==> config.mk <==
export PLATFORM = sky130hd
export DESIGN_NAME = rtcs_top
export DESIGN_NICKNAME = d
export VERILOG_FILES = /design/src/rtl/rtcs_pkg.sv /design/src/rtl/rtcs_top.sv /design/src/rtl/rtcs_sync_slot.sv /design/src/rtl/rtcs_prescaler.sv
export SDC_FILE = /design/constraint.sdc
export NUM_CORES = 1
export LEC_CHECK = 0
export BUFFER_PORTS_ARGS = -buffer_cell sky130_fd_sc_hd__clkbuf_2
export CORE_MARGIN = 1.5
export CORE_UTILIZATION = 45
export DETAILED_ROUTE_END_ITERATION = 8
export HOLD_SLACK_MARGIN = 0.06
export SETUP_SLACK_MARGIN = 0.3
export SLEW_MARGIN = 5
export SYNTH_ARGS = -nofsm -noshare
export SYNTH_HDL_FRONTEND = slang
export SYNTH_SLANG_ARGS = --single-unit
==> constraint.sdc <==
create_clock -name i_clk -period 2.54 [get_ports i_clk]
set_input_delay 0.508 -clock i_clk [delete_from_list [all_inputs] [get_ports i_clk]]
set_output_delay 0.508 -clock i_clk [all_outputs]
set_load 0.05 [all_outputs]
==> src/rtl/rtcs_pkg.sv <==
// Purpose: shared constants for the counter register block
// Assumes: byte-wide register port, 5-bit offsets
// Notes:   slow-domain values update on slow-clock edge enables
package rtcs_pkg;
    // ****************************************
    // register offsets
    // ****************************************
    localparam logic [4:0] OFF_CONTROL_MAIN  = 5'h00;
    localparam logic [4:0] OFF_SYNC_STATUS   = 5'h01;
    localparam logic [4:0] OFF_INT_ENABLE    = 5'h02;
    localparam logic [4:0] OFF_INT_FLAGS     = 5'h03;
    localparam logic [4:0] OFF_TEMPORARY     = 5'h04;
    localparam logic [4:0] OFF_DEBUG_CONTROL = 5'h05;
    localparam logic [4:0] OFF_CLOCK_SOURCE  = 5'h07;
    localparam logic [4:0] OFF_COUNT_LO      = 5'h08;
    localparam logic [4:0] OFF_COUNT_HI      = 5'h09;
    localparam logic [4:0] OFF_PERIOD_LO     = 5'h0a;
    localparam logic [4:0] OFF_PERIOD_HI     = 5'h0b;
    localparam logic [4:0] OFF_COMPARE_LO    = 5'h0c;
    localparam logic [4:0] OFF_COMPARE_HI    = 5'h0d;
    localparam logic [4:0] OFF_PIT_CONTROL   = 5'h10;
    localparam logic [4:0] OFF_PIT_STATUS    = 5'h11;
    localparam logic [4:0] OFF_PIT_INT_EN    = 5'h12;
    localparam logic [4:0] OFF_PIT_INT_FLAGS = 5'h13;
    localparam logic [4:0] OFF_PIT_DEBUG     = 5'h15;

    // ****************************************
    // field positions and reset values
    // ****************************************
    localparam int          BIT_RUN_IN_STANDBY = 7;
    localparam int          BIT_PRESC_HI       = 6;
    localparam int          BIT_PRESC_LO       = 3;
    localparam int          BIT_COUNTER_ENABLE = 0;
    localparam int          BIT_PERIODIC_EN    = 0;
    localparam int          BIT_DEBUG_RUN      = 0;
    localparam int          BIT_FLAG_OVF       = 0;
    localparam int          BIT_FLAG_CMP       = 1;
    localparam int          BIT_BUSY_CTRL      = 0;
    localparam int          BIT_BUSY_COUNT     = 1;
    localparam int          BIT_BUSY_PERIOD    = 2;
    localparam int          BIT_BUSY_COMPARE   = 3;
    localparam logic [7:0]  RST_BYTE           = 8'h00;
    localparam logic [15:0] RST_WORD           = 16'h0000;

    // ****************************************
    // clock source encodings
    // ****************************************
    localparam logic [1:0] SRC_INTERNAL_FAST = 2'h0;
    localparam logic [1:0] SRC_INTERNAL_KHZ  = 2'h1;
    localparam logic [1:0] SRC_RESERVED      = 2'h2;
    localparam logic [1:0] SRC_EXTERNAL      = 2'h3;

    // ****************************************
    // timing
    // ****************************************
    localparam int         SYNC_SLOW_TICKS = 2;
    localparam int         PRESC_W         = 15;

    // low sel bits set: prescaler pulses once every 2**sel ticks
    function automatic logic [PRESC_W-1:0] pow2_mask(input logic [3:0] sel);
        pow2_mask = PRESC_W'((16'h0001 << sel) - 16'h0001);
    endfunction
endpackage

==> src/rtl/rtcs_top.sv <==
// Purpose: register port, slow-domain transfer and prescaler control
// Assumes: slow clock sources arrive as level inputs
// Notes:   slow logic advances only on the slow-clock edge enable
`timescale 1ns/1ns
module rtcs_top (
    input  wire logic       i_clk,
    input  wire logic       i_rst,
    input  wire logic [4:0] i_addr,
    input  wire logic [7:0] i_wr_data,
    input  wire logic       i_wr,
    input  wire logic       i_rd,
    input  wire logic       i_osc_fast,
    input  wire logic       i_osc_khz,
    input  wire logic       i_ext_clk,
    input  wire logic       i_standby,
    input  wire logic       i_debug_halt,
    output logic [7:0]      o_rd_data,
    output logic            o_irq
);
    import rtcs_pkg::*;

    // ****************************************
    // bus-side registers
    // ****************************************
    logic [7:0]  ctrl_main_reg;
    logic [1:0]  int_en_reg;
    logic [1:0]  int_flag_reg;
    logic [7:0]  temp_reg;
    logic        dbg_run_reg;
    logic [1:0]  clk_src_reg;
    logic [7:0]  pit_ctrl_reg;
    logic        pit_ie_reg;
    logic        pit_flag_reg;
    logic        pit_dbg_reg;
    logic [7:0]  rd_data_reg;
    logic        irq_reg;

    // ****************************************
    // slow-domain state
    // ****************************************
    logic [15:0] count_reg;
    logic [2:0]  src_sync_reg;
    logic        pit_out_reg;

    // ****************************************
    // address decode
    // ****************************************
    wire hit_ctrl    = (i_addr == OFF_CONTROL_MAIN);
    wire hit_ien     = (i_addr == OFF_INT_ENABLE);
    wire hit_iflag   = (i_addr == OFF_INT_FLAGS);
    wire hit_temp    = (i_addr == OFF_TEMPORARY);
    wire hit_dbg     = (i_addr == OFF_DEBUG_CONTROL);
    wire hit_src     = (i_addr == OFF_CLOCK_SOURCE);
    wire hit_cnt_lo  = (i_addr == OFF_COUNT_LO);
    wire hit_cnt_hi  = (i_addr == OFF_COUNT_HI);
    wire hit_per_lo  = (i_addr == OFF_PERIOD_LO);
    wire hit_per_hi  = (i_addr == OFF_PERIOD_HI);
    wire hit_cmp_lo  = (i_addr == OFF_COMPARE_LO);
    wire hit_cmp_hi  = (i_addr == OFF_COMPARE_HI);
    wire hit_pctrl   = (i_addr == OFF_PIT_CONTROL);
    wire hit_pien    = (i_addr == OFF_PIT_INT_EN);
    wire hit_pflag   = (i_addr == OFF_PIT_INT_FLAGS);
    wire hit_pdbg    = (i_addr == OFF_PIT_DEBUG);
    wire wr_lo_word  = i_wr & (hit_cnt_lo | hit_per_lo | hit_cmp_lo);

    // ****************************************
    // slow clock source and edge enable
    // ****************************************
    logic src_level;
    assign src_level = (clk_src_reg == SRC_INTERNAL_FAST) ? i_osc_fast :
                       (clk_src_reg == SRC_INTERNAL_KHZ)  ? i_osc_khz  :
                       (clk_src_reg == SRC_EXTERNAL)      ? i_ext_clk  : 1'b0;

    // slow clock is asynchronous, so synchronise first
    always_ff @(posedge i_clk) begin
        if (i_rst) begin
            src_sync_reg <= 3'h0;
        end else begin
            src_sync_reg <= {src_sync_reg[1:0], src_level};
        end
    end

    // edge taken from stages two and three only
    wire slow_tick = src_sync_reg[1] & ~src_sync_reg[2];

    // ****************************************
    // transfers into the slow domain
    // ****************************************
    wire         ctrl_busy;
    wire         cnt_busy;
    wire         per_busy;
    wire         cmp_busy;
    wire         pctrl_busy;
    wire         cnt_done;
    wire [7:0]   ctrl_slow;
    wire [15:0]  cnt_slow;
    wire [15:0]  per_slow;
    wire [15:0]  cmp_slow;
    wire [7:0]   pctrl_slow;
    wire [15:0]  word_wr = {i_wr_data, temp_reg};

    // prescaler setting reaches slow logic after two ticks
    // busy set on write, cleared on capture
    rtcs_sync_slot #(.W(8)) u_ctrl_slot (
        .i_clk   (i_clk),
        .i_rst   (i_rst),
        .i_load  (i_wr & hit_ctrl),
        .i_data  (i_wr_data),
        .i_tick  (slow_tick),
        .o_busy  (ctrl_busy),
        .o_done  (),
        .o_value (ctrl_slow)
    );

    // count write lands after two ticks
    rtcs_sync_slot #(.W(16)) u_cnt_slot (
        .i_clk   (i_clk),
        .i_rst   (i_rst),
        .i_load  (i_wr & hit_cnt_hi),
        .i_data  (word_wr),
        .i_tick  (slow_tick),
        .o_busy  (cnt_busy),
        .o_done  (cnt_done),
        .o_value (cnt_slow)
    );

    rtcs_sync_slot #(.W(16)) u_per_slot (
        .i_clk   (i_clk),
        .i_rst   (i_rst),
        .i_load  (i_wr & hit_per_hi),
        .i_data  (word_wr),
        .i_tick  (slow_tick),
        .o_busy  (per_busy),
        .o_done  (),
        .o_value (per_slow)
    );

    rtcs_sync_slot #(.W(16)) u_cmp_slot (
        .i_clk   (i_clk),
        .i_rst   (i_rst),
        .i_load  (i_wr & hit_cmp_hi),
        .i_data  (word_wr),
        .i_tick  (slow_tick),
        .o_busy  (cmp_busy),
        .o_done  (),
        .o_value (cmp_slow)
    );

    rtcs_sync_slot #(.W(8)) u_pctrl_slot (
        .i_clk   (i_clk),
        .i_rst   (i_rst),
        .i_load  (i_wr & hit_pctrl),
        .i_data  (i_wr_data),
        .i_tick  (slow_tick),
        .o_busy  (pctrl_busy),
        .o_done  (),
        .o_value (pctrl_slow)
    );

    // ****************************************
    // run conditions
    // ****************************************
    // standby stops counter unless run in standby
    wire standby_stop = i_standby & ~ctrl_slow[BIT_RUN_IN_STANDBY];
    wire rtc_halt     = i_debug_halt & ~dbg_run_reg;
    wire pit_halt     = i_debug_halt & ~pit_dbg_reg;
    // slow logic sees the transferred control copies, but reads the debug run bits directly
    wire rtc_run      = ctrl_slow[BIT_COUNTER_ENABLE] & ~standby_stop & ~rtc_halt;
    wire pit_run      = pctrl_slow[BIT_PERIODIC_EN] & ~pit_halt;

    // ****************************************
    // prescaler
    // ****************************************
    wire [PRESC_W-1:0] presc_count;
    wire               presc_pulse;

    // select taken from main control bits six to three
    rtcs_prescaler u_presc (
        .i_clk   (i_clk),
        .i_rst   (i_rst),
        .i_run   (rtc_run | pit_run),
        .i_tick  (slow_tick),
        .i_sel   (ctrl_slow[BIT_PRESC_HI:BIT_PRESC_LO]),
        .o_count (presc_count),
        .o_pulse (presc_pulse)
    );

    // ****************************************
    // counter, overflow and compare events
    // ****************************************
    wire         at_top    = (count_reg == per_slow);
    wire [15:0]  count_inc = at_top ? RST_WORD : count_reg + 16'h0001;
    wire         cnt_step  = presc_pulse & rtc_run;
    wire         ev_ovf    = cnt_step & at_top;
    wire         ev_cmp    = cnt_step & (count_inc == cmp_slow);

    // a software load wins over a count step in the same cycle
    always_ff @(posedge i_clk) begin
        if (i_rst) begin
            count_reg <= RST_WORD;
        end else if (cnt_done) begin
            count_reg <= cnt_slow;
        end else if (cnt_step) begin
            count_reg <= count_inc;
        end
    end

    // ****************************************
    // periodic output edge
    // ****************************************
    wire [3:0] pit_sel = pctrl_slow[BIT_PRESC_HI:BIT_PRESC_LO];
    // period zero leaves the output idle
    wire       pit_lvl = (pit_sel != 4'h0) & pit_run & presc_count[pit_sel - 4'h1];
    wire       ev_pit  = pit_lvl & ~pit_out_reg;

    always_ff @(posedge i_clk) begin
        if (i_rst) begin
            pit_out_reg <= 1'b0;
        end else begin
            pit_out_reg <= pit_lvl;
        end
    end

    // ****************************************
    // flags: hardware set wins over clear
    // ****************************************
    wire [1:0] flag_clr    = (i_wr & hit_iflag) ? i_wr_data[1:0] : 2'h0;
    wire       pflag_clr   = i_wr & hit_pflag & i_wr_data[0];
    wire [1:0] flag_set    = {ev_cmp, ev_ovf};
    wire [1:0] flag_next   = (int_flag_reg & ~flag_clr) | flag_set;
    wire       pflag_next  = (pit_flag_reg & ~pflag_clr) | ev_pit;

    always_ff @(posedge i_clk) begin
        if (i_rst) begin
            int_flag_reg <= 2'h0;
            pit_flag_reg <= 1'b0;
            irq_reg      <= 1'b0;
        end else begin
            int_flag_reg <= flag_next;
            pit_flag_reg <= pflag_next;
            irq_reg      <= (|(flag_next & int_en_reg)) | (pflag_next & pit_ie_reg);
        end
    end

    // ****************************************
    // plain register writes
    // ****************************************
    // main control resets to zero
    always_ff @(posedge i_clk) begin
        if (i_rst) begin
            ctrl_main_reg <= RST_BYTE;
            int_en_reg    <= 2'h0;
            dbg_run_reg   <= 1'b0;
            clk_src_reg   <= SRC_INTERNAL_FAST;
            pit_ctrl_reg  <= RST_BYTE;
            pit_ie_reg    <= 1'b0;
            pit_dbg_reg   <= 1'b0;
        end else if (i_wr) begin
            if (hit_ctrl) begin
                // bits two and one are unused
                ctrl_main_reg <= i_wr_data & 8'hf9;
            end else if (hit_ien) begin
                int_en_reg <= i_wr_data[1:0];
            end else if (hit_dbg) begin
                dbg_run_reg <= i_wr_data[BIT_DEBUG_RUN];
            end else if (hit_src) begin
                clk_src_reg <= i_wr_data[1:0];
            end else if (hit_pctrl) begin
                pit_ctrl_reg <= i_wr_data & 8'h79;
            end else if (hit_pien) begin
                pit_ie_reg <= i_wr_data[0];
            end else if (hit_pdbg) begin
                pit_dbg_reg <= i_wr_data[BIT_DEBUG_RUN];
            end
        end
    end

    // ****************************************
    // shared temporary byte for 16-bit pairs
    // ****************************************
    // low byte write parks data; low byte read parks the high byte
    wire [7:0] hi_byte_of = hit_cnt_lo ? count_reg[15:8] :
                            hit_per_lo ? per_slow[15:8]  : cmp_slow[15:8];
    wire       rd_lo_word = i_rd & (hit_cnt_lo | hit_per_lo | hit_cmp_lo);

    always_ff @(posedge i_clk) begin
        if (i_rst) begin
            temp_reg <= RST_BYTE;
        end else if (wr_lo_word | (i_wr & hit_temp)) begin
            temp_reg <= i_wr_data;
        end else if (rd_lo_word) begin
            temp_reg <= hi_byte_of;
        end
    end

    // ****************************************
    // read mux
    // ****************************************
    logic [7:0] rd_mux;
    // compare, period, count, main control busy
    wire  [7:0] status_b = {4'h0, cmp_busy, per_busy, cnt_busy, ctrl_busy};
    // periodic control busy in bit zero
    wire  [7:0] pstat_b  = {7'h00, pctrl_busy};

    always_comb begin
        if (hit_ctrl) begin
            rd_mux = ctrl_main_reg;
        end else if (i_addr == OFF_SYNC_STATUS) begin
            rd_mux = status_b;
        end else if (hit_ien) begin
            rd_mux = {6'h00, int_en_reg};
        end else if (hit_iflag) begin
            rd_mux = {6'h00, int_flag_reg};
        end else if (hit_temp) begin
            rd_mux = temp_reg;
        end else if (hit_dbg) begin
            rd_mux = {7'h00, dbg_run_reg};
        end else if (hit_src) begin
            rd_mux = {6'h00, clk_src_reg};
        end else if (hit_cnt_lo) begin
            rd_mux = count_reg[7:0];
        end else if (hit_per_lo) begin
            rd_mux = per_slow[7:0];
        end else if (hit_cmp_lo) begin
            rd_mux = cmp_slow[7:0];
        end else if (hit_cnt_hi | hit_per_hi | hit_cmp_hi) begin
            rd_mux = temp_reg;
        end else if (hit_pctrl) begin
            rd_mux = pit_ctrl_reg;
        end else if (i_addr == OFF_PIT_STATUS) begin
            rd_mux = pstat_b;
        end else if (hit_pien) begin
            rd_mux = {7'h00, pit_ie_reg};
        end else if (hit_pflag) begin
            rd_mux = {7'h00, pit_flag_reg};
        end else if (hit_pdbg) begin
            rd_mux = {7'h00, pit_dbg_reg};
        end else begin
            // unmapped offsets read zero
            rd_mux = RST_BYTE;
        end
    end

    // data valid only in the cycle after the strobe
    always_ff @(posedge i_clk) begin
        if (i_rst) begin
            rd_data_reg <= RST_BYTE;
        end else if (i_rd) begin
            rd_data_reg <= rd_mux;
        end else begin
            rd_data_reg <= RST_BYTE;
        end
    end

    assign o_rd_data = rd_data_reg;
    assign o_irq     = irq_reg;
endmodule

==> src/rtl/rtcs_sync_slot.sv <==
// Purpose: carries one written value into the slow-clock domain
// Assumes: i_tick is a one-cycle slow-clock edge enable
// Notes:   busy rises on write, falls when the value is captured
`timescale 1ns/1ns
module rtcs_sync_slot #(
    parameter int W = 8
) (
    input  wire logic         i_clk,
    input  wire logic         i_rst,
    input  wire logic         i_load,
    input  wire logic [W-1:0] i_data,
    input  wire logic         i_tick,
    output logic              o_busy,
    output logic              o_done,
    output logic [W-1:0]      o_value
);
    import rtcs_pkg::*;

    logic [W-1:0] pend_reg;
    logic [1:0]   stage_reg;
    logic         busy_reg;
    logic         done_reg;
    logic [W-1:0] value_reg;
    wire          last_tick = busy_reg & i_tick & (stage_reg == 2'(SYNC_SLOW_TICKS - 1));

    // a new write restarts the transfer, so it never loses to the capture
    always_ff @(posedge i_clk) begin
        if (i_rst) begin
            pend_reg  <= '0;
            stage_reg <= 2'h0;
            busy_reg  <= 1'b0;
            done_reg  <= 1'b0;
            value_reg <= '0;
        end else begin
            done_reg <= 1'b0;
            if (i_load) begin
                pend_reg  <= i_data;
                stage_reg <= 2'h0;
                busy_reg  <= 1'b1;
            end else if (last_tick) begin
                value_reg <= pend_reg;
                busy_reg  <= 1'b0;
                done_reg  <= 1'b1;
            end else if (busy_reg & i_tick) begin
                stage_reg <= stage_reg + 2'h1;
            end
        end
    end

    assign o_busy  = busy_reg;
    assign o_done  = done_reg;
    assign o_value = value_reg;
endmodule

==> src/rtl/rtcs_prescaler.sv <==
// Purpose: power-of-two prescaler on slow-clock edge enables
// Assumes: i_tick is one cycle per slow-clock edge
// Notes:   counter held at zero while nothing uses it
`timescale 1ns/1ns
module rtcs_prescaler (
    input  wire logic                        i_clk,
    input  wire logic                        i_rst,
    input  wire logic                        i_run,
    input  wire logic                        i_tick,
    input  wire logic [3:0]                  i_sel,
    output logic [rtcs_pkg::PRESC_W-1:0]     o_count,
    output logic                             o_pulse
);
    import rtcs_pkg::*;

    logic [PRESC_W-1:0] cnt_reg;
    logic               pulse_reg;
    wire  [PRESC_W-1:0] mask   = pow2_mask(i_sel);
    wire                at_end = ((cnt_reg & mask) == mask);

    // divide by two to the select
    always_ff @(posedge i_clk) begin
        if (i_rst) begin
            cnt_reg   <= '0;
            pulse_reg <= 1'b0;
        end else if (!i_run) begin
            cnt_reg   <= '0;
            pulse_reg <= 1'b0;
        end else begin
            pulse_reg <= i_tick & at_end;
            if (i_tick) begin
                cnt_reg <= cnt_reg + PRESC_W'(1);
            end
        end
    end

    assign o_count = cnt_reg;
    assign o_pulse = pulse_reg;
endmodule

Word level (Yosys, flattened, before mapping)
Cells that the tools add are included.

Equality and inequality tests: 27. Divide/modulo/power cells: 0. Reductions and logical operators: 36. Order comparisons: 1. $add $sub $neg: 9. Multipliers: 0. Shifts and indexed selects: 1. Muxes and demuxes: 40. Bitwise logic cells: 77.

Operators with widths (count): $mux W8 (15); $mux W16 (3); $and A1 B1 Y1 (37); $eq A16 B16 Y1 (2); $eq A5 B4 Y1 const B (6); $not A1 Y1 (27); $eq A5 B5 Y1 const B (5); $reduce_and A2 Y1 (11); $mux W1 (19); $add A16 B1 Y16 const B (1); $reduce_or A2 Y1 (8); $add A15 B1 Y15 const B (1); $and A15 B15 Y15 (1); $eq A15 B15 Y1 (1); $eq A5 B3 Y1 const B (3); $shl A1 B4 Y15 const A (1); $sub A15 B1 Y15 const B (1); $reduce_bool A2 Y1 (7); $eq A2 B1 Y1 const B (6); $add A2 B1 Y2 const B (5); $eq A5 B2 Y1 const B (2); $or A1 B1 Y1 (8); $reduce_and A8 Y1 (1); $mux W7 (1); other kinds (18) (19).

Memory bits (read-only): 0. Bits in latches: 0. Word-level logic and storage cells: 230. Register bits after elaboration: 216. Input port bits: 22. Memories kept: 0. Bits in writable memories: 0.

Longest topological paths before layout
Gate-level depths: netlist of run 1.

Depth after elaboration: 17. Depth in mapped cells: 11.

By module
From an unflattened synthesis of run 1, not the netlist that was laid out.

Cell total of the unflattened synthesis: 1323. Area, all modules: 11785.1 um2.

By module, submodules not included: rtcs_top (area an instance 4715.8 um2, instances 1, cells each 616); rtcs_sync_slot (u_cmp_slot ...) (area an instance 1477.7 um2, instances 3, cells each 142); rtcs_sync_slot (u_ctrl_slot ...) (area an instance 838.3 um2, instances 2, cells each 80); rtcs_prescaler (area an instance 959.7 um2, instances 1, cells each 121).

Least setup slack after synthesis of run 1
Ideal clock, no wire load.

Path type: register -> register. Start point: register u_pctrl_slot.value_reg[3] (netlist: u_pctrl_slot.o_value[3]). End point: register irq_reg (netlist: o_irq). Required time: 2.404 ns. Period minus slack after synthesis: 2.549 ns. Setup slack: -0.009 ns. Path buffers: 1. Arrival: 2.413 ns. Stages on the path, launching flop included: 12. Cell sequence: dfxtp_1 > buf_2 > inv_1 > ha_1 > xor2_1 > mux2_2 > a211o_1 > a31oi_1 > a211o_1 > o21ai_0 > a221oi_1 > o32ai_2.

Cells in the longest elaborated chain, start to end: 8. Elaborated cells between the ends (all ways): 10. Classes of those cells: add/sub (1); mux (2); bitwise (6); reduce/logical (1).

Ends and longest elaborated chain: start: declaration (RTL line rtcs_sync_slot.sv:23) `logic [W-1:0] value_reg;`; start signal: assignment (RTL line rtcs_sync_slot.sv:41) `value_reg <= pend_reg;`; $sub A4 B1 Y4 (RTL line rtcs_top.sv:213) `wire pit_lvl = (pit_sel != 4'h0) & pit_run & presc_count[pit_sel - 4'h1];`; $bmux W1 S4 (RTL line rtcs_top.sv:213); $mux W1 (implied by the code) (RTL line rtcs_top.sv:213); $and A1 B1 Y1 * (RTL line rtcs_top.sv:213); $and A1 B1 Y1 * (RTL line rtcs_top.sv:214) `wire ev_pit = pit_lvl & ~pit_out_reg;`; $or A1 B1 Y1 * (RTL line rtcs_top.sv:231) `wire pflag_next = (pit_flag_reg & ~pflag_clr) | ev_pit;`; $and A1 B1 Y1 * (RTL line rtcs_top.sv:241) `irq_reg <= (|(flag_next & int_en_reg)) | (pflag_next & pit_ie_reg);`; $or A1 B1 Y1 * (RTL line rtcs_top.sv:241); end signal: assignment (RTL line rtcs_top.sv:241); end: declaration (RTL line rtcs_top.sv:36) `logic irq_reg;`.

Every way passes the cells marked *; elsewhere a longest branch is shown, timed or not. The select of a mux whose other input is x is not followed. A chain may end at the register's enable or synchronous reset.

Worst setup path after layout of run 1
Start point: register count_reg[15]. End point: register int_flag_reg[1].

Cells in the longest elaborated chain, start to end: 5. Elaborated cells between the ends (all ways): 6. Classes of those cells: add/sub (1); eq/ne (2); mux (1); bitwise (2).

Ends and longest elaborated chain: start: declaration (RTL line rtcs_top.sv:41) `logic [15:0] count_reg;`; start signal: assignment (RTL line rtcs_top.sv:202) `count_reg <= cnt_slow;`; start signal: assignment (RTL line rtcs_top.sv:204) `count_reg <= count_inc;`; $add A16 B1 Y16 / $eq A16 B16 Y1 (equally long branches) (RTL line rtcs_top.sv:192, rtcs_top.sv:191); $mux W16 * (RTL line rtcs_top.sv:192) `wire [15:0] count_inc = at_top ? RST_WORD : count_reg + 16'h0001;`; $eq A16 B16 Y1 * (RTL line rtcs_top.sv:195) `wire ev_cmp = cnt_step & (count_inc == cmp_slow);`; $and A1 B1 Y1 * (RTL line rtcs_top.sv:195); $or A2 B2 Y2 * (RTL line rtcs_top.sv:230) `wire [1:0] flag_next = (int_flag_reg & ~flag_clr) | flag_set;`; end signal: assignment (RTL line rtcs_top.sv:239) `int_flag_reg <= flag_next;`; end: declaration (RTL line rtcs_top.sv:27) `logic [1:0] int_flag_reg;`.

Every way passes the cells marked *; elsewhere a longest branch is shown, timed or not.

==> flow_summary_export.csv, run 1 <==
group,metric,value,unit
outcome,status,"completed",
placement,dp_hpwl,21.7,mm
routing,drc,0,
routing,wl_per_cell,18.9,um
floorplan,core_area,21200,um^2
global_routing,antenna_found_initial,0,
logic_synthesis,synthSimpleGateAreaFrac,25.0,%
logic_synthesis,yosysWarnings,0,
job,cap_violations,0,
placement,place_ws,0.00971,ns
layout,final_common_cell,"nand2_1",
timing,fmax,410,MHz
global_routing,use_met1,39.7,%
logic_synthesis,synthXorXnorAreaFrac,5.31,%
cts,cts_root_buf,"clkbuf_16",
floorplan,die_area,22700,um^2
global_routing,overflow,0,
layout,seqCellArea,4070,um^2
logic_synthesis,synth_adder_area_share,1.27,%
floorplan,rows,53,
routing,wl,30.8,mm
power_and_ir_drop,power_density,573,nW/um^2
logic_synthesis,synth_compound_area_share,17.6,%
timing,hold_ws,0.250,ns
logic_synthesis,synth_cell_types,60,
global_routing,grt_util_met2,40.9,%
logic_synthesis,synth-async-reset-ratio,0,%
timing,fin_crit_sh,96.0,%
placement,portBuffers,30,
placement,place_area,10600,um^2
timing,tightest_slew,0.802,ns
floorplan,io_pins,31,
power_and_ir_drop,ir_worst_vdd,0.410,mV
power_and_ir_drop,p_total,0.00675,W
logic_synthesis,syn_inst,1265,
placement,place.gp.congestion,1.02,
setup_path,reg2reg_depth,11,
timing,slew_viol_final,0,
logic_synthesis,ys_ff_latch,202,
setup_path,worstPathArrival,2.87,ns
cts,cts_tree,"done",
logic_synthesis,yosysSeqAreaShare,41.2,%
cts,cts_num_sinks,202,
layout,syn_to_final_growth,19.8,%
cts,clk_latency,0.52,ns
global_routing,grt_pass1_vias,8031,
logic_synthesis,netlist_top_cells_area,"dfxtp_1, nand2_1, a21oi_1, nor2_1, mux2i_1",
layout,layout_common_cells,"nand2_1, dfxtp_1, a21oi_1, nor2_1, buf_4",
global_routing,use_met3,3.39,%
logic_synthesis,synth_ff_type,"dfxtp_1",
routing,final_antenna_net_count,0,
global_routing,grt_max_degree,102,
layout,finalNetCount,1365,
layout,final_area,11800,um^2
cts,h-tree-depth,1,
layout,utilization,55.5,%
logic_synthesis,synth_top_family_by_area,"simple AND/OR/NAND/NOR gates",
routing,via_count,9134,
setup_path,worst_setup_path_end_kind,"flop",
routing,first_iter_violations,892,
logic_synthesis,synthMuxAreaShare,4.72,%
power_and_ir_drop,leakage,4.03,nW
setup_path,cp.required,2.97,ns
setup_path,crit_fanout,5,
routing,via_per_inst,5.62,
logic_synthesis,syn-num-nets,1297,
cts,cts_hold_buffers,0,
global_routing,grt_usage,27.0,%
setup_path,crit_path_start_kind,"flop",
timing,clock_skew,0.0223,ns
layout,num-fill-cells,2050,
logic_synthesis,synth_top_area_share,41.2,%
timing,worst_slack,0.102,ns
layout,multi_input_area,5450,um^2
floorplan,initial_utilization,46.3,%
logic_synthesis,syn_area,9820,um^2
hold_path,min_path_type,"input port to flop",
cts,cts_inserted_buffers,23,
logic_synthesis,synth_top_cell_by_area,"dfxtp_1",
routing,drt-pass1-iter-count,5,
cts,cts.clk_slew.worst_paths,0.06,ns
floorplan,die_x,151,um
logic_synthesis,synth_edf_count,0,
logic_synthesis,syn_area_per_cell,7.77,um^2
timing,hold_viol_final,0,
timing,slew_headroom,46.5,%
setup_path,criticalPathCategory,"flop to flop",
timing,rsz0062_at_grt,"yes",
layout,antenna_cells,0,
floorplan,die_y,151,um
timing,final.min_clock_period,2.44,ns
layout,drive_above_1_share,16.6,%
timing,setup_viol,0,
global_routing,grt_busiest_layer,"met2",
cts,cts_buffer_depth,3,
global_routing,grt_pass1_wl,46.9,mm
hold_path,whs_path_depth,3,
power breakdown:
| part | switching [W] | total (W) | internal (W) |
|---|---|---|---|
| sequential | 0.0000171 | 0.00319 | 0.00318 |
| combinational | 0.000204 | 0.000293 | 0.0000892 |
| clock | 0.00131 | 0.00326 | 0.00195 |
critical path, stage by stage (launching register included):
cell and delay (ns):
dfxtp_1 0.42, xnor2_1 0.18, nand4_1 0.19, nor4_4 0.27
buf_4 0.19, buf_12 0.11, clkbuf_16 0.12, a21oi_1 0.04
o32ai_1 0.28, nand4b_1 0.22, buf_4 0.20, o22ai_4 0.12
cells by family after synthesis:
group,after synthesis
adders and majority gates,10
and+or+nand+nor,541
DFF,202
xor gates and xnor gates,58
buffers and inverters,117
muxes,42
AOI/OAI and AO/OA,295
routing by layer:
metal  vias up  share of wire, %
met5         -                 0
met2       289                44
li1       4514                 -
met3        49               6.2
met4         0               2.9
met1      4282                47
final timing paths:
| path | from | to | slack [ns] |
|---|---|---|---|
| setup / recovery | count_reg[15] | int_flag_reg[1] | 0.10 |
| hold / removal | i_osc_fast | src_sync_reg[0] | 0.25 |
| setup reg to reg | count_reg[15] | int_flag_reg[1] | 0.10 |
| hold reg to reg | src_sync_reg[0] | src_sync_reg[1] | 0.44 |
Yosys cell counts (3+ instances only):
cell       number
ha_1           10
dfxtp_1       202
and3_1          9
a22oi_1         6
nand4_1        22
or4_1           4
buf_2          22
inv_1          25
nand3_1        12
nand4b_1        3
o32ai_1         3
a221oi_1        7
and2_1          3
nor2_1        112
mux2i_1        34
nor2b_1        14
or3_1          10
nor3b_1         9
a2bb2oi_1       3
a2111oi_0       6
mux2_2          5
xor2_1         20
clkbuf_1       63
nor4_1          9
o21a_1          3
buf_1           3
mux4_2          3
a31oi_1         5
o22ai_1         8
nand2b_1       10
a222oi_1        9
xnor2_1        37
nor3_1         34
o21ai_0        47
nand3b_1        4
nand2_1       277
a21oi_1       178
a211oi_1        3
per-stage QoR:
stage / setup TNS (ns) / instances
after detailed placement: 0 / 1558
after global routing: 0 / 1625
after global placement: -0.0830 / 1558
after CTS: 0 / 1605
final: 0 / 1625
after floorplan: 0 / 1265
layout make-up:
| cell class | count | share of cell area, % |
|---|---|---|
| multi-input combinational | 946 | 46.3 |
| sequential | 202 | 34.6 |
| timing repair buffer | 135 | 9.02 |
| clock buffer | 36 | 5.82 |
| tap | 275 | 2.92 |
| inverter | 25 | 0.819 |
| clock inverter | 6 | 0.532 |
what timing repair did:
action | CTS | global route
setup buffers | 5 | 17
pin swaps | 4 | 15
endpoints found under the setup margin | 11 | 27
cloned | 0 | 3
gates resized for setup | 19 | 25
No activity file was read; power rests on OpenSTA's default activity.
==> inputs of run 2 (changes only) <==
--- a/config.mk
+++ b/config.mk
@@ -6,10 +6,13 @@
 export NUM_CORES = 1
 export LEC_CHECK = 0
 export BUFFER_PORTS_ARGS = -buffer_cell sky130_fd_sc_hd__clkbuf_2
+export CELL_PAD_IN_SITES_DETAIL_PLACEMENT = 0
+export CELL_PAD_IN_SITES_GLOBAL_PLACEMENT = 1
 export CORE_MARGIN = 1.5
-export CORE_UTILIZATION = 45
+export CORE_UTILIZATION = 42
 export DETAILED_ROUTE_END_ITERATION = 8
 export HOLD_SLACK_MARGIN = 0.06
+export PLACE_DENSITY_LB_ADDON = 0.1
 export SETUP_SLACK_MARGIN = 0.3
 export SLEW_MARGIN = 5
 export SYNTH_ARGS = -nofsm -noshare
==> run 2 against run 1 <==
Compared with the run above: maximum frequency is 2.9% higher; flip-flop and latch count stayed put; final cell count is 2.4% higher; sequential power hardly changed; critical endpoint is now o_irq; highest routed layer unchanged.
==> flow_summary_export.csv, run 2 (synthesized netlist as in run 1, its figures left out) <==
group,metric,value,unit
routing,first_iter_violations,710,
power_and_ir_drop,power_density,573,nW/um^2
layout,final_area,12000,um^2
layout,final_common_cell,"nand2_1",
power_and_ir_drop,ir_worst_vdd,0.444,mV
routing,wl,32.7,mm
setup_path,criticalPathCategory,"flop to flop",
routing,wl_met1,15.2,mm
cts,h-tree-depth,1,
timing,rsz0062_at_grt,"yes",
layout,finalNetCount,1366,
cts,clk_latency,0.52,ns
global_routing,antenna_found_initial,0,
layout,antenna_cells,0,
layout,drive_above_1_share,18.1,%
timing,setup_viol,0,
timing,setup_tns,0,ns
routing,final_antenna_net_count,0,
timing,fin_crit_sh,93.3,%
cts,cts_root_buf,"clkbuf_16",
timing,final.min_clock_period,2.37,ns
outcome,status,"completed",
global_routing,grt_pass1_wl,50.1,mm
routing,drc,0,
layout,layout_common_cells,"nand2_1, dfxtp_1, a21oi_1, nor2_1, buf_4",
routing,via_count,9183,
layout,utilization,52.8,%
setup_path,crit_fanout,6,
floorplan,die_area,24300,um^2
routing,routed.top_layer,"met4",
cts,cts_tree,"done",
routing,wl_per_cell,19.6,um
timing,slew_headroom,49.0,%
floorplan,rows,55,
layout,syn_to_final_growth,22.4,%
hold_path,min_path_type,"input port to flop",
placement,place_ws,-0.00448,ns
placement,dpl.cell_count,1597,
setup_path,worstPathArrival,2.80,ns
routing,wl_met2,14.4,mm
setup_path,cp.required,2.97,ns
cts,cts.clk_slew.worst_paths,0.05,ns
cts,cts_inserted_buffers,24,
routing,drt-pass1-iter-count,5,
placement,place_area,10700,um^2
cts,cts_num_sinks,202,
timing,fmax,422,MHz
placement,place.gp.congestion,0.955,
timing,slew_viol_final,0,
setup_path,worst_setup_path_end_kind,"flop",
floorplan,die_x,156,um
routing,wl_met3,2.26,mm
timing,hold_viol_final,0,
placement,dp_hpwl,22.8,mm
global_routing,overflow,0,
layout,num-fill-cells,2236,
floorplan,die_y,156,um
setup_path,crit_path_start_kind,"flop",
global_routing,grt_max_degree,125,
floorplan,initial_utilization,43.1,%
layout,stdcell_count,1664,
timing,tightest_slew,0.765,ns
floorplan,core_area,22800,um^2
timing,worst_slack,0.170,ns
timing,clock_skew,0.0168,ns
cts,cts_buffer_depth,3,
global_routing,grt_pass1_vias,8574,
global_routing,grt_usage,26.9,%
routing,via_per_inst,5.52,
power_and_ir_drop,leakage,4.08,nW
job,cap_violations,0,
placement,portBuffers,30,
floorplan,io_pins,31,
==> run 2: worst paths after layout <==
path | from | end | slack [ns] | cells past startpoint
max | count_reg[0] | o_irq | 0.17 | 12
min | i_rst | pit_out_reg | 0.25 | 2
max reg2reg | count_reg[0] | o_irq | 0.17 | 12
min reg2reg | src_sync_reg[0] | src_sync_reg[1] | 0.44 | 1
==> run 2: report_power, final <==
part           internal, W  switching, W  leakage, nW  total [W]
Clock              0.00207       0.00133        0.375    0.00340
Sequential         0.00317     0.0000163         1.64    0.00319
Combinational    0.0000883      0.000210         2.06   0.000298
Total              0.00533       0.00156         4.08    0.00689
==> run 2: final cells by class <==
class | instances | area, um^2 | area share (%)
Multi-Input combinational cell | 946 | 5570 | 46.3
Sequential cell | 202 | 4090 | 34.0
Timing Repair Buffer | 135 | 1110 | 9.20
Clock buffer | 37 | 691 | 5.74
Tap cell | 313 | 392 | 3.26
Inverter | 25 | 96.3 | 0.801
Clock inverter | 6 | 86.3 | 0.718
==> run 2: repair_timing <==
| action | 4_1_cts | 5_1_grt |
|---|---|---|
| gates cloned | 2 | 0 |
| resized for setup | 14 | 65 |
| endpoints found under the hold margin | 0 | 0 |
| setup buffers | 12 | 10 |
| hold buffers | 0 | 0 |
| endpoints found under the setup margin | 2 | 22 |
| pin swaps | 6 | 29 |
==> run 2: worst max-delay path, cell delays in order (launching register included) <==
cell and delay (ns):
dfxtp_4 0.36, buf_6 0.13, xnor2_2 0.12, nand4_1 0.13, nor4_4 0.05, buf_6 0.13
buf_12 0.13, buf_4 0.14, o21a_1 0.17, nor3_2 0.14, o2111ai_1 0.14, nand4b_1 0.33
o32ai_2 0.31
==> run 2: routing by layer <==
metal | track usage (%) | vias up
li1 | - | 4520
met1 | 38.3 | 4360
met2 | 41.7 | 256
met3 | 5.14 | 47
met4 | 7.12 | 0
met5 | 0 | -
==> run 2: through the flow <==
stage	total power, W	hold slack, ns
finish	0.00689	0.246
global route	0.00710	0.231
global placement	0.00356	0.435
detailed placement	0.00356	0.430
floorplan	0.00342	0.414
CTS	0.00695	0.236
==> inputs of run 3 (changes only) <==
==> constraint.sdc (replaced) <==
create_clock -name i_clk -period 2.54 [get_ports i_clk]
set_input_delay 0.127 -clock i_clk [delete_from_list [all_inputs] [get_ports i_clk]]
set_output_delay 0.127 -clock i_clk [all_outputs]
set_load 0.05 [all_outputs]
==> run 3 against run 2 <==
Compared with the run above: final area is 1.1% lower; clock-buffer cell count is 6 lower; final cell count is 0.30% lower; sequential power hardly changed; sequential share of layout area is 0.39 points higher; register-to-register slack worse by 0.03 ns; combinational power is 1% higher; non-clock buffer count is 1 lower; critical path type unchanged.
==> flow_summary_export.csv, run 3 (synthesized netlist as in run 1, its figures left out) <==
group,metric,value,unit
outcome,status,"completed",
hold_path,hp-start,"i_addr[3]",
setup_path,worst_setup_path_end_kind,"flop",
routing,wl,32.9,mm
cts,cts_num_sinks,202,
timing,hold_ws,0.100,ns
setup_path,crit_fanout,5,
power_and_ir_drop,swShare,23.0,%
routing,first_iter_violations,847,
layout,layout_common_cells,"nand2_1, dfxtp_1, a21oi_1, nor2_1, buf_4",
layout,final_common_cell,"nand2_1",
placement,place_area,10600,um^2
power_and_ir_drop,p_int,0.00529,W
job,cap_violations,0,
cts,cts_tree,"done",
timing,worst_slack,0.143,ns
timing,slew_headroom,57.4,%
timing,final.min_clock_period,2.40,ns
routing,via_per_inst,5.58,
cts,cts_root_buf,"clkbuf_16",
layout,utilization,52.2,%
floorplan,die_y,156,um
timing,hold_viol_final,0,
power_and_ir_drop,power_density,578,nW/um^2
global_routing,grt_usage,27.2,%
hold_path,whs_path_depth,5,
timing,rsz0062_at_grt,"yes",
hold_path,min_path_type,"input port to flop",
timing,clock_skew,0.0113,ns
layout,drive_above_1_share,17.2,%
power_and_ir_drop,seqPwrFrac,46.3,%
setup_path,crit_path_start_kind,"flop",
routing,drc,0,
setup_path,cp.required,2.97,ns
setup_path,criticalPathCategory,"flop to flop",
timing,fin_crit_sh,94.4,%
setup_path,rr_startpoint,"count_reg[3]",
routing,wl_per_cell,19.8,um
layout,multi_input_area,5500,um^2
layout,num-fill-cells,2258,
layout,final_area,11900,um^2
global_routing,antenna_found_initial,0,
floorplan,rows,55,
placement,portBuffers,30,
setup_path,ff2ff_setup_slack,0.14,ns
timing,setup_viol,0,
global_routing,grt_pass1_vias,8362,
placement,dp_hpwl,22.8,mm
cts,cts_inserted_buffers,23,
floorplan,die_area,24300,um^2
global_routing,overflow,0,
layout,antenna_cells,0,
cts,clk_latency,0.52,ns
layout,finalNetCount,1364,
placement,place.gp.congestion,0.930,
layout,syn_to_final_growth,21.1,%
layout,seqCellArea,4090,um^2
setup_path,worstPathArrival,2.83,ns
cts,cts_buffer_depth,3,
power_and_ir_drop,p_switching,0.00158,W
power_and_ir_drop,clockPowerShare,49.3,%
routing,final_antenna_net_count,0,
setup_path,reg2reg_depth,9,
setup_path,worstReg2RegEnd,"o_irq",
cts,cts.clk_slew.worst_paths,0.06,ns
floorplan,io_pins,31,
floorplan,core_area,22800,um^2
routing,drt-pass1-iter-count,7,
routing,via_count,9262,
global_routing,grt_max_degree,129,
timing,setup_tns,0,ns
timing,fmax,417,MHz
floorplan,initial_utilization,43.1,%
global_routing,grt_pass1_wl,50.7,mm
power_and_ir_drop,pwr-share-comb,4.4,%
power_and_ir_drop,leakage,4.04,nW
hold_path,hold_end,"pit_ie_reg",
power_and_ir_drop,ir_worst_vdd,0.437,mV
cts,h-tree-depth,1,
timing,tightest_slew,0.636,ns
placement,place_ws,0.116,ns
timing,slew_viol_final,0,
floorplan,die_x,156,um
==> run 3: cell types whose count changed in the layout (fill, tap and decap cells not counted), sizes merged <==
cell	previous run	this run
buf	106	100
clkbuf	66	60
clkinvlp	1	2
dlygate4sd3	0	5
inv	25	26
==> run 3: what timing repair did <==
item	4_1_cts	5_1_grt
pin swaps	7	12
resized for setup	28	45
cloned	2	0
setup endpoints to repair	2	19
setup buffers	17	4
endpoints found under the hold margin	34	0
hold buffers	5	0
==> run 3: layer usage <==
layer  vias to the layer above  global-route usage [%]  wire length (um)
met3                        52                    3.22              1960
met5                         -                       0                 0
li1                       4507                       -                 -
met1                      4397                    39.5             15200
met4                         0                    7.71               812
met2                       306                    42.2             14900
==> run 3: how the worst max path moves through the flow <==
| stage | startpoint | to |
|---|---|---|
| after floorplan | u_pctrl_slot.o_value[3] | o_irq |
| after global placement | count_reg[8] | o_irq |
| after detailed placement | count_reg[1] | o_irq |
| after CTS | count_reg[1] | o_irq |
| after global routing | count_reg[3] | o_irq |
| final | count_reg[3] | o_irq |
==> run 3: area by class of cell <==
cell class | count | share of cell area [%]
Sequential cell | 202 | 34.4
Timing Repair Buffer | 134 | 8.84
Tap cell | 313 | 3.29
Clock inverter | 8 | 0.831
Multi-Input combinational cell | 946 | 46.3
Inverter | 25 | 0.810
Clock buffer | 31 | 5.59
==> run 3: critical path, cell delays in order, from the launching register on <==
cell and delay, ns:
dfxtp_4 0.37, buf_4 0.11, nand2_1 0.16, nor3_1 0.43, xnor2_1 0.18, nor3_1 0.22
a221o_1 0.13, o2111ai_1 0.12, nand4b_1 0.33, o32ai_2 0.26
==> run 3: power by group through the flow <==
stage	Combinational [W]	Clock [W]	Sequential [W]
floorplan	0.000159	0	0.00326
global placement	0.000293	0	0.00327
detailed placement	0.000292	0	0.00327
CTS	0.000299	0.00344	0.00319
global route	0.000322	0.00359	0.00318
finish	0.000302	0.00339	0.00319
==> run 3: per-stage QoR <==
| step | power, W | std cells |
|---|---|---|
| final | 0.00688 | 1659 |
| after global routing | 0.00709 | 1659 |
| after CTS | 0.00693 | 1655 |
| after detailed placement | 0.00356 | 1592 |
| after global placement | 0.00356 | 1592 |
| after floorplan | 0.00342 | 1265 |
